$ cat config.mk
export PLATFORM = sky130hd
export DESIGN_NAME = ficc_top
export DESIGN_NICKNAME = d
export VERILOG_FILES = /design/src/rtl/ficc_pkg.sv /design/src/rtl/ficc_top.sv
export SDC_FILE = /design/constraint.sdc
export NUM_CORES = 1
export LEC_CHECK = 0
export BUFFER_PORTS_ARGS = -buffer_cell sky130_fd_sc_hd__clkbuf_2
export CAP_MARGIN = 20
export CORE_ASPECT_RATIO = 0.8
export CORE_MARGIN = 8
export CORE_UTILIZATION = 47
export DETAILED_ROUTE_END_ITERATION = 16
export PLACE_DENSITY = 0.78
export SYNTH_ARGS = -nofsm -noshare
export SYNTH_HDL_FRONTEND = slang
export SYNTH_SLANG_ARGS = --single-unit
$ cat constraint.sdc
create_clock -name ref_clk_i -period 21.5 [get_ports ref_clk_i]
set_input_delay 1.075 -clock ref_clk_i [delete_from_list [all_inputs] [get_ports ref_clk_i]]
set_output_delay 1.075 -clock ref_clk_i [all_outputs]
set_load 0.01 [all_outputs]
$ cat src/rtl/ficc_pkg.sv
// Package for the four-level interrupt controller: source indices, vectors, structs
package ficc_pkg;

  localparam int NUM_SRC = 20;

  // Source indices in fixed arbitration rank, index 0 wins ties
  localparam int SRC_EXT0   = 0;
  localparam int SRC_TMR0   = 1;
  localparam int SRC_EXT1   = 2;
  localparam int SRC_TMR1   = 3;
  localparam int SRC_SER0   = 4;
  localparam int SRC_TMR2   = 5;
  localparam int SRC_CONV   = 6;
  localparam int SRC_TWI    = 7;
  localparam int SRC_SER1   = 8;
  localparam int SRC_SPI    = 9;
  localparam int SRC_EXT2   = 10;
  localparam int SRC_EXT3   = 11;
  localparam int SRC_EXT4   = 12;
  localparam int SRC_EXT5   = 13;
  localparam int SRC_PWMP   = 14;
  localparam int SRC_PWMB   = 15;
  localparam int SRC_TMR3   = 16;
  localparam int SRC_CAPT   = 17;
  localparam int SRC_NVM    = 18;
  localparam int SRC_WDOG   = 19;

  // Vector addresses indexed by rank
  localparam logic [15:0] VEC_TABLE [NUM_SRC] = '{
    16'h0003, 16'h000B, 16'h0013, 16'h001B, 16'h0023,
    16'h002B, 16'h0033, 16'h003B, 16'h007B, 16'h0083,
    16'h0043, 16'h004B, 16'h0053, 16'h005B, 16'h0073,
    16'h006B, 16'h008B, 16'h0093, 16'h009B, 16'h0063
  };

  // Machine cycle length minus one in core clocks, and length of the hardware call in machine cycles
  localparam logic [1:0] MC_CLOCKS_M1   = 2'h3;
  localparam logic [2:0] CALL_MCYCLES   = 3'h4;

  // Reset values
  localparam logic [NUM_SRC-1:0] FLAG_RST  = 20'h0_0000;
  localparam logic [3:0]         INSV_RST  = 4'h0;
  localparam logic [15:0]        VEC_RST   = 16'h0000;

  // Edge select field: two bits per input 3..5, bit0 rising, bit1 falling
  localparam int EDGE_RISE_BIT = 0;
  localparam int EDGE_FALL_BIT = 1;

  typedef struct packed {
    logic                global_irq_enable;
    logic [NUM_SRC-1:0]  enable;
    logic [NUM_SRC-1:0]  prio_hi;
    logic [NUM_SRC-1:0]  prio_lo;
    logic                trigger_select_0;
    logic                trigger_select_1;
    logic [3:0]          hw_clear_enable;
    logic [5:0]          edge_select_field;
  } ficc_cfg_type;

  typedef struct packed {
    logic last_cycle;
    logic writes_irq_regs;
    logic is_return;
  } ficc_core_type;

endpackage

$ cat src/rtl/ficc_top.sv
// Four-level interrupt controller with flags, ranking and hardware call sequencing
`timescale 1ns/1ns
module ficc_top
  import ficc_pkg::*;
(
  input  wire logic                      ref_clk_i,
  input  wire logic                      reset_i,
  input  wire ficc_pkg::ficc_cfg_type    cfg_i,
  input  wire ficc_pkg::ficc_core_type   core_i,
  input  wire logic                      return_from_interrupt_i,
  input  wire logic [5:0]                ext_req_pin_i,
  input  wire logic [ficc_pkg::NUM_SRC-1:0] hw_event_i,
  input  wire logic [ficc_pkg::NUM_SRC-1:0] sw_flag_wr_i,
  input  wire logic [ficc_pkg::NUM_SRC-1:0] sw_flag_val_i,
  input  wire logic                      timer2_evt_ovf_i,
  input  wire logic                      timer2_evt_cap_i,
  output logic [ficc_pkg::NUM_SRC-1:0]   flags_o,
  output logic                           timer2_overflow_flag_o,
  output logic                           timer2_event_flag_o,
  output logic                           mcycle_strobe_o,
  output logic                           call_busy_o,
  output logic                           push_pc_o,
  output logic                           load_vector_o,
  output logic [15:0]                    vector_o,
  output logic [3:0]                     in_service_o
);
  import ficc_pkg::*;

  //////////////////////////////////////////////////////////////////////////////
  typedef enum logic [2:0] {
    CALL_IDLE = 3'b001,
    CALL_RUN  = 3'b010,
    CALL_LOAD = 3'b100
  } ficc_call_type;

  function automatic logic [1:0] src_level(input ficc_cfg_type c, input int i);
    src_level = {c.prio_hi[i], c.prio_lo[i]};
  endfunction

  function automatic logic [1:0] top_level(input logic [3:0] m);
    top_level = m[3] ? 2'd3 : m[2] ? 2'd2 : m[1] ? 2'd1 : 2'd0;
  endfunction

  logic [1:0]         mc_cnt_q;
  logic               mc_end;
  logic [2:0]         pin_s1_q [6];
  logic [5:0]         pin_sync;
  logic [5:0]         pin_smp_q;
  logic [5:0]         pin_prev_q;
  logic [NUM_SRC-1:0] flag_q;
  logic               t2_ovf_q;
  logic               t2_evt_q;
  logic [NUM_SRC-1:0] req;
  logic [NUM_SRC-1:0] hw_clr;
  logic [NUM_SRC-1:0] ext_set;
  logic               win_valid;
  logic [4:0]         win_idx;
  logic [1:0]         win_lvl;
  logic               take_call;
  ficc_call_type      call_q;
  logic [2:0]         call_cnt_q;
  logic [4:0]         call_idx_q;
  logic [3:0]         insv_q;
  logic [15:0]        vec_q;
  logic               push_q;
  logic               load_q;

  //////////////////////////////////////////////////////////////////////////////
  // Machine cycle: four core clocks
  always_ff @(posedge ref_clk_i or posedge reset_i) begin
    if (reset_i) begin
      mc_cnt_q <= 2'h0;
    end else begin
      mc_cnt_q <= mc_cnt_q + 2'h1;
    end
  end
  assign mc_end = (mc_cnt_q == MC_CLOCKS_M1);

  // Three-stage pin synchroniser; a level counts once stages two and three agree
  always_ff @(posedge ref_clk_i or posedge reset_i) begin
    if (reset_i) begin
      for (int i = 0; i < 6; i++) pin_s1_q[i] <= 3'b111;
    end else begin
      for (int i = 0; i < 6; i++) pin_s1_q[i] <= {pin_s1_q[i][1:0], ext_req_pin_i[i]};
    end
  end

  always_comb begin
    for (int i = 0; i < 6; i++) begin
      pin_sync[i] = (pin_s1_q[i][2] == pin_s1_q[i][1]) ? pin_s1_q[i][2] : pin_smp_q[i];
    end
  end

  // per-cycle sampling
  // Pins sampled once per machine cycle so pulses under one cycle may be missed
  always_ff @(posedge ref_clk_i or posedge reset_i) begin
    if (reset_i) begin
      pin_smp_q  <= 6'h3F;
      pin_prev_q <= 6'h3F;
    end else if (mc_end) begin
      pin_smp_q  <= pin_sync;
      pin_prev_q <= pin_smp_q;
    end
  end

  //////////////////////////////////////////////////////////////////////////////
  // Edge detection per external input
  always_comb begin
    ext_set = '0;
    if (mc_end) begin
      ext_set[SRC_EXT0] = pin_prev_q[0] & ~pin_smp_q[0];
      ext_set[SRC_EXT1] = pin_prev_q[1] & ~pin_smp_q[1];
      ext_set[SRC_EXT2] = pin_prev_q[2] & ~pin_smp_q[2];
      for (int k = 0; k < 3; k++) begin
        ext_set[SRC_EXT3+k] =
          (cfg_i.edge_select_field[2*k+EDGE_RISE_BIT] & ~pin_prev_q[3+k] & pin_smp_q[3+k]) |
          (cfg_i.edge_select_field[2*k+EDGE_FALL_BIT] & pin_prev_q[3+k] & ~pin_smp_q[3+k]);
      end
    end
  end

  // Hardware clear on vector entry
  always_comb begin
    hw_clr = '0;
    hw_clr[SRC_EXT0] = ~cfg_i.trigger_select_0 ? 1'b0 : 1'b1;
    hw_clr[SRC_EXT1] = ~cfg_i.trigger_select_1 ? 1'b0 : 1'b1;
    hw_clr[SRC_TMR0] = 1'b1;
    hw_clr[SRC_TMR1] = 1'b1;
    for (int k = 0; k < 4; k++) hw_clr[SRC_EXT2+k] = cfg_i.hw_clear_enable[k];
    // software-only flags keep zero here, watchdog too
  end

  //////////////////////////////////////////////////////////////////////////////
  // twenty flags, four levels
  // Flags: a hardware set wins over a clear in the same cycle
  always_ff @(posedge ref_clk_i or posedge reset_i) begin
    if (reset_i) begin
      flag_q <= FLAG_RST;
    end else begin
      for (int i = 0; i < NUM_SRC; i++) begin
        if (i == SRC_TMR2) begin
          // request is OR of both flags
          flag_q[i] <= t2_ovf_q | t2_evt_q;
        end else if ((i == SRC_EXT0 && !cfg_i.trigger_select_0) ||
                     (i == SRC_EXT1 && !cfg_i.trigger_select_1)) begin
          flag_q[i] <= ~pin_smp_q[i == SRC_EXT0 ? 0 : 1];
        end else if (hw_event_i[i] || ext_set[i]) begin
          flag_q[i] <= 1'b1;
        end else if (sw_flag_wr_i[i]) begin
          flag_q[i] <= sw_flag_val_i[i];
        end else if (load_q && call_idx_q == 5'(i) && hw_clr[i]) begin
          flag_q[i] <= 1'b0;
        end
      end
    end
  end

  // timer two flags, software clear only
  always_ff @(posedge ref_clk_i or posedge reset_i) begin
    if (reset_i) begin
      t2_ovf_q <= 1'b0;
      t2_evt_q <= 1'b0;
    end else begin
      if (timer2_evt_ovf_i) t2_ovf_q <= 1'b1;
      else if (sw_flag_wr_i[SRC_TMR2]) t2_ovf_q <= sw_flag_val_i[SRC_TMR2];
      if (timer2_evt_cap_i) t2_evt_q <= 1'b1;
      else if (sw_flag_wr_i[SRC_TMR2]) t2_evt_q <= sw_flag_val_i[SRC_TMR2];
    end
  end

  //////////////////////////////////////////////////////////////////////////////
  // enable gating
  assign req = cfg_i.global_irq_enable ? (flag_q & cfg_i.enable) : '0;

  always_comb begin
    win_valid = 1'b0;
    win_idx   = 5'h0;
    win_lvl   = 2'h0;
    for (int i = NUM_SRC - 1; i >= 0; i--) begin
      if (req[i] && (!win_valid || src_level(cfg_i, i) >= win_lvl)) begin
        win_valid = 1'b1;
        win_idx   = 5'(i);
        win_lvl   = src_level(cfg_i, i);
      end
    end
  end

  // poll every machine cycle, no latching
  assign take_call = mc_end && win_valid && (call_q == CALL_IDLE) &&
                     (insv_q == INSV_RST || win_lvl > top_level(insv_q)) &&
                     core_i.last_cycle && !core_i.writes_irq_regs && !core_i.is_return;

  //////////////////////////////////////////////////////////////////////////////
  // four machine cycle call: push then load vector
  always_ff @(posedge ref_clk_i or posedge reset_i) begin
    if (reset_i) begin
      call_q     <= CALL_IDLE;
      call_cnt_q <= 3'h0;
      call_idx_q <= 5'h0;
      push_q     <= 1'b0;
      load_q     <= 1'b0;
      vec_q      <= VEC_RST;
    end else begin
      push_q <= 1'b0;
      load_q <= 1'b0;
      case (call_q)
        CALL_IDLE: begin
          if (take_call) begin
            call_q     <= CALL_RUN;
            call_cnt_q <= 3'h1;
            call_idx_q <= win_idx;
            push_q     <= 1'b1;
          end
        end
        CALL_RUN: begin
          if (mc_end) begin
            call_cnt_q <= call_cnt_q + 3'h1;
            if (call_cnt_q == CALL_MCYCLES - 3'h1) begin
              call_q <= CALL_LOAD;
            end
          end
        end
        CALL_LOAD: begin
          if (mc_end) begin
            vec_q  <= VEC_TABLE[call_idx_q];
            load_q <= 1'b1;
            call_q <= CALL_IDLE;
          end
        end
        default: call_q <= CALL_IDLE;
      endcase
    end
  end

  always_ff @(posedge ref_clk_i or posedge reset_i) begin
    if (reset_i) begin
      insv_q <= INSV_RST;
    end else begin
      // A return and a new call in one cycle both take effect
      if (return_from_interrupt_i && insv_q != INSV_RST) begin
        insv_q[top_level(insv_q)] <= 1'b0;
      end
      if (take_call) begin
        insv_q[win_lvl] <= 1'b1;
      end
    end
  end

  //////////////////////////////////////////////////////////////////////////////
  always_ff @(posedge ref_clk_i or posedge reset_i) begin
    if (reset_i) begin
      flags_o                <= FLAG_RST;
      timer2_overflow_flag_o <= 1'b0;
      timer2_event_flag_o    <= 1'b0;
      mcycle_strobe_o        <= 1'b0;
      call_busy_o            <= 1'b0;
      in_service_o           <= INSV_RST;
    end else begin
      flags_o                <= flag_q;
      timer2_overflow_flag_o <= t2_ovf_q;
      timer2_event_flag_o    <= t2_evt_q;
      mcycle_strobe_o        <= mc_end;
      call_busy_o            <= (call_q != CALL_IDLE) || take_call;
      in_service_o           <= insv_q;
    end
  end

  assign push_pc_o     = push_q;
  assign load_vector_o = load_q;
  assign vector_o      = vec_q;

endmodule

==> flow_summary.ini, run 1 <==
[clock_tree]
clkSinkCount = 105
clock_latency_ns = 0.36
cts_max_path_buffers = 2
clk_pin_slew_ns = 0.08
cts-root-buf = clkbuf_16
ctsHtreeMaxLevel = 3
cts_tree = built
cts_buffers = 9

[route]
num_vias = 6317
viasPerCell = 5.45
wl_per_cell_um = 16.9
drt_wl_total_um = 19600
drt_pass1_iterations = 5
ant_nets = 0
initialDrtViolationCount = 372
drc = 0

[synth]
ys_ff_latch = 105
synth_edf_count = 0
ys_warn_count = 0
synth.avg_cell_area_um2 = 9.38
postSynthCellCount = 671
ys_seq_area_frac = 0.424
synth-main-ff-cell = dfrtp_1
async_flop_share = 1.00
synth.distinct_cells = 78
synthesis.area_mm2 = 0.00629

[sta]
slew_headroom = 0.391
fmax_mhz = 43.0
fin_ws_ns = -1.76
finalHoldViolations = 0
worstMarginPinSlew_ns = 0.913
period_share = 1.08
tns_ns = -25.85
rsz0062_at_grt = yes
min_period_ns = 23.26
final_max_slew_viol_count = 0
fin_skew_ns = 0.0111
setup_viol = 16

[cells_and_area]
post-route-util = 0.731
layout.nets = 1161
syn_to_final_growth_pct = 50.5
drive_gt1_frac = 0.512
finalNonFillerCells = 1159
fin_area_mm2 = 0.00947
fill_cells = 919

[critical_path]
cp-start-kind = input port
r2r_start = flag_q[19]
crit_path_end_kind = flop
max_stage_delay_ns = 0.37
cp_slowest_cell = a221o_1
worstPathRequired_ns = 21.79
crit_arrival_ns = 23.55
path_class = input port to flop
path_common_cell = nand2b_4
crit_start = cfg_i[71]
crit_fanout = 5

[floorplanning]
start_util = 0.486
die_x_um = 145
dieArea_mm2 = 0.0174
core_area_mm2 = 0.0130
io_pins = 193
die_h_um = 120
row_count = 37

[placed_design]
dp_hpwl_um = 14300
portBuffers = 182
place.gp.congestion = 0.862
placed_area_mm2 = 0.00823
dp_cells = 1091

[run_status]
violations = negative setup slack
status = finished, violations left

[power]
peakVddDrop_uv = 46.1
power_leakage_nw = 4.53
p_total_mw = 0.618
powerDensity_mw_per_mm2 = 65.2

[job]
max_cap_viol_count = 0

[grt]
grt_antenna_before_repair = 0
first_global_vias = 6447
grt_max_degree = 76
overflow = 0
grt_usage = 0.216
grt_pass1_wl_um = 31100

[worst_hold_path]
min_from = pin_s1_q[9]
hold_class = flop to flop
[layer usage]
layer | part of all wire | vias up | global-route usage
met1 | 0.43 | 2973 | 0.266
met5 | 0 | - | 0
met4 | 0.018 | 0 | 0.0636
li1 | - | 3062 | -
met2 | 0.47 | 246 | 0.356
met3 | 0.078 | 36 | 0.0713
[kinds of logic after synthesis]
logic type,synth area share
other,0.000596
muxes,0.0304
buffers and inverters,0.0485
AOI/OAI and AO/OA,0.211
and+or+nand+nor,0.213
DFF,0.424
adders and majority gates,0.0733
[final timing paths]
kind | to | slack [ns] | cells past startpoint
setup / recovery | insv_q[3] | -1.76 | 130
hold / removal | pin_s1_q[10] | 0.36 | 0
setup reg to reg | insv_q[3] | -1.33 | 129
hold reg to reg | pin_s1_q[10] | 0.36 | 0
max in group asynchronous | flag_q[6] | 19.54 | 3
min in group asynchronous | flags_o[17] | 0.70 | 2
[cell type report]
class                   count  area [um2]  share of cell area
flip-flops and latches    105        2670               0.281
repair buffers            315        1970               0.208
clock inverters             6        62.6             0.00660
inverters                  42         165              0.0174
well taps                 175         219              0.0231
diodes                      1        2.50            0.000264
multi-input cells         505        4130               0.436
clock buffers              10         250              0.0264
[Yosys cell counts, types with 3 or more instances]
library cell  instances  area, um2
inv_1                42        158
nand2_1              59        221
or2_2                 4       25.0
a21o_1                6       45.0
nand3_1              30        150
and3_1               12       75.1
nand2b_1             28        175
or3_1                 4       25.0
ha_1                 36        450
a221o_1               3       30.0
o21ai_0              30        150
a22oi_1               8       60.1
nor3_1               19       95.1
a211o_1              14        123
nor2b_1              20        125
a211oi_1              5       37.5
buf_4                12       90.1
o31a_1                4       35.0
nor3b_1               4       30.0
nand4_1               7       43.8
mux2_2               13        146
nor4_1                3       18.8
o31ai_1               3       22.5
and2_1                8       50.1
nand3b_1              5       37.5
o2111ai_1             4       35.0
dfrtp_1              74       1850
dfstp_2              31        815
a31oi_1               5       31.3
o22ai_1               3       18.8
o21bai_1              3       22.5
a221oi_1              4       35.0
nor2_1               39        146
mux2i_1               3       30.0
a21oi_1              48        240
clkbuf_1             13       48.8
a311oi_1              3       26.3
o211ai_1              4       30.0
o21ai_1               3       15.0
o41ai_1               5       43.8
[state kept, by name, indices dropped and copies added (netlist names), 2 cells and up]
| register | flops |
|---|---|
| call_q | 3 |
| pin_s1_q | 18 |
| vector_o | 6 |
| call_idx_q | 5 |
| insv_q | 4 |
| call_cnt_q | 3 |
| in_service_o | 4 |
| pin_prev_q | 6 |
| flag_q | 20 |
| flags_o | 20 |
| mc_cnt_q | 2 |
| pin_smp_q | 6 |
[critical path, delay by kind of cell]
family          cells  cell delay [ns]
compound gates     45             7.94
fa+ha+maj          20             5.14
buf+inv            15             1.76
mux                 8             2.43
simple gates       42             5.19
[timing repair]
item	4_1_cts	5_1_grt
hold buffers	0	0
setup buffers	36	16
setup endpoints to repair	16	16
gates cloned	1	0
gates resized for setup	43	59
pin swaps	30	46
[power breakdown]
| group | internal [mW] | leakage, nW | switching (mW) |
|---|---|---|---|
| Combinational | 0.118 | 3.20 | 0.106 |
| Sequential | 0.211 | 1.17 | 0.0118 |
| Clock | 0.0893 | 0.154 | 0.0816 |
[per-stage QoR]
stage / setup WS, ns / hold WS (ns)
floorplan: -1.90 / 0.345
global placement: -1.48 / 0.346
detailed placement: -1.91 / 0.347
CTS: -1.26 / 0.358
global route: -2.82 / 0.364
finish: -1.76 / 0.358
[cell usage in the layout, fill, tap and decap left out, types with 6 or more instances in the layout]
cell,n
inv_1,38
nand2b_1,12
clkbuf_2,180
ha_4,13
nand4_1,7
buf_4,121
nor2b_1,18
mux2_2,7
a211o_1,14
nor3_1,13
nand3_1,26
o21ai_0,24
nor2_1,32
conb_1,9
clkbuf_16,10
buf_6,12
a21oi_1,35
a21oi_2,9
a21o_1,6
mux2_4,7
dfrtp_1,74
and3_1,11
dfstp_2,31
nand2_2,6
nand2_1,51
ha_1,23
nand2b_4,16
(Power assumes the default switching activity.)
==> run 2: changes to the inputs <==
clock period = 20.6 ns   (was 21.5 ns; I/O delays follow)
==> flow_summary.ini, run 2 (same netlist as run 1, synthesis figures left out) <==
[critical_path]
path_class = input port to flop
path_common_cell = nand2b_4
crit_arrival_ns = 23.65
worstPathRequired_ns = 20.87
r2r_start = flag_q[19]
cp_slowest_cell = a221o_1
crit_path_end_kind = flop
cp-start-kind = input port
crit_start = cfg_i[72]
max_stage_delay_ns = 0.36
crit_fanout = 7

[clock_tree]
ctsHtreeMaxLevel = 3
cts_tree = built
cts-root-buf = clkbuf_16
clk_pin_slew_ns = 0.08
cts_buffers = 9
clock_latency_ns = 0.35
clkSinkCount = 105
cts_max_path_buffers = 2

[sta]
final_max_slew_viol_count = 0
min_period_ns = 23.37
holdWs_ns = 0.358
rsz0062_at_grt = yes
fin_skew_ns = 0.00921
setup_viol = 16
slew_headroom = 0.390
fin_ws_ns = -2.77
finalHoldViolations = 0
worstMarginPinSlew_ns = 0.915
fmax_mhz = 42.8
tns_ns = -41.27
period_share = 1.13

[grt]
grt_usage = 0.215
overflow = 0
grt_antenna_before_repair = 0
grt_max_degree = 77
grt_pass1_wl_um = 31200
first_global_vias = 6592

[cells_and_area]
post-route-util = 0.735
drive_gt1_frac = 0.513
most-common-layout-cells = clkbuf_2, buf_4, dfrtp_1, nand2_1, inv_1
top_regs = flag_q: 20 flops, flags_o: 20 flops, pin_s1_q: 18 flops
syn_to_final_growth_pct = 51.3
final_common_cell = clkbuf_2
fill_cells = 948
diodes = 0
layout.nets = 1164

[route]
drt_wl_total_um = 19900
num_vias = 6455
wl_per_cell_um = 17.2
drc = 0
drt_pass1_iterations = 5
initialDrtViolationCount = 336
ant_nets = 0
viasPerCell = 5.56

[job]
max_cap_viol_count = 0

[worst_hold_path]
min_from = pin_s1_q[0]
hold_class = flop to flop

[run_status]
status = finished, violations left
violations = negative setup slack

[power]
p_total_mw = 0.649
power_leakage_nw = 4.54
powerDensity_mw_per_mm2 = 68.2
peakVddDrop_uv = 55.1

[floorplanning]
row_count = 37
core_area_mm2 = 0.0130
die_x_um = 145
io_pins = 193
die_h_um = 120
dieArea_mm2 = 0.0174
start_util = 0.486

[placed_design]
dp_hpwl_um = 14200
dp_slack_ns = -2.99
place.gp.congestion = 0.888
portBuffers = 182
==> run 2: metal layers <==
metal  GRT usage  vias to the layer above  routed length [um]
li1            -                     3063                   -
met1       0.273                     3120                8680
met2       0.354                      242                9520
met3      0.0642                       30                1410
met4      0.0552                        0                 311
met5           0                        -                   0
==> run 2: final timing paths <==
kind | end | slack, ns | cells past startpoint
worst max register to register | insv_q[3] | -2.38 | 126
min in group asynchronous | flag_q[15] | 0.66 | 2
max in group asynchronous | insv_q[3] | 18.69 | 3
worst min register to register | pin_s1_q[1] | 0.36 | 0
worst min-delay path | pin_s1_q[1] | 0.36 | 0
worst max-delay path | insv_q[3] | -2.77 | 127
==> run 2: area by class of cell <==
cell class,instances,area (um2),area share
Tap cell,175,219,0.0230
Inverter,42,165,0.0173
Sequential cell,105,2670,0.280
Clock inverter,7,93.8,0.00985
Multi-Input combinational cell,505,4170,0.437
Clock buffer,9,225,0.0236
Timing Repair Buffer,318,1990,0.209
==> run 2: critical path: cells and delay by family <==
family                   cells  cell delay, ns
buffers and inverters       12            1.31
adder cells (fa/ha/maj)     21            5.55
AO/OA/AOI/OAI               45            7.64
AND/OR/NAND/NOR             40            5.22
multiplexers                 9            2.90
==> run 2: timing repair <==
action,in CTS,in global routing
setup endpoints to repair,16,16
buffers inserted,38,17
hold buffers,0,0
resized for setup,61,46
pin swaps,66,49
==> run 2: report_power, final <==
part / internal (mW) / leakage (nW) / switching, mW / total, mW
Combinational: 0.123 / 3.21 / 0.114 / 0.236
Sequential: 0.220 / 1.17 / 0.0124 / 0.233
Clock: 0.0898 / 0.155 / 0.0902 / 0.180
Total: 0.433 / 4.54 / 0.216 / 0.649
==> run 2: metrics by stage <==
step	area, um2	cells
after global routing	9530	1161
after floorplan	6690	679
after CTS	9160	1145
final	9530	1161
after detailed placement	8230	1091
after global placement	8230	1091
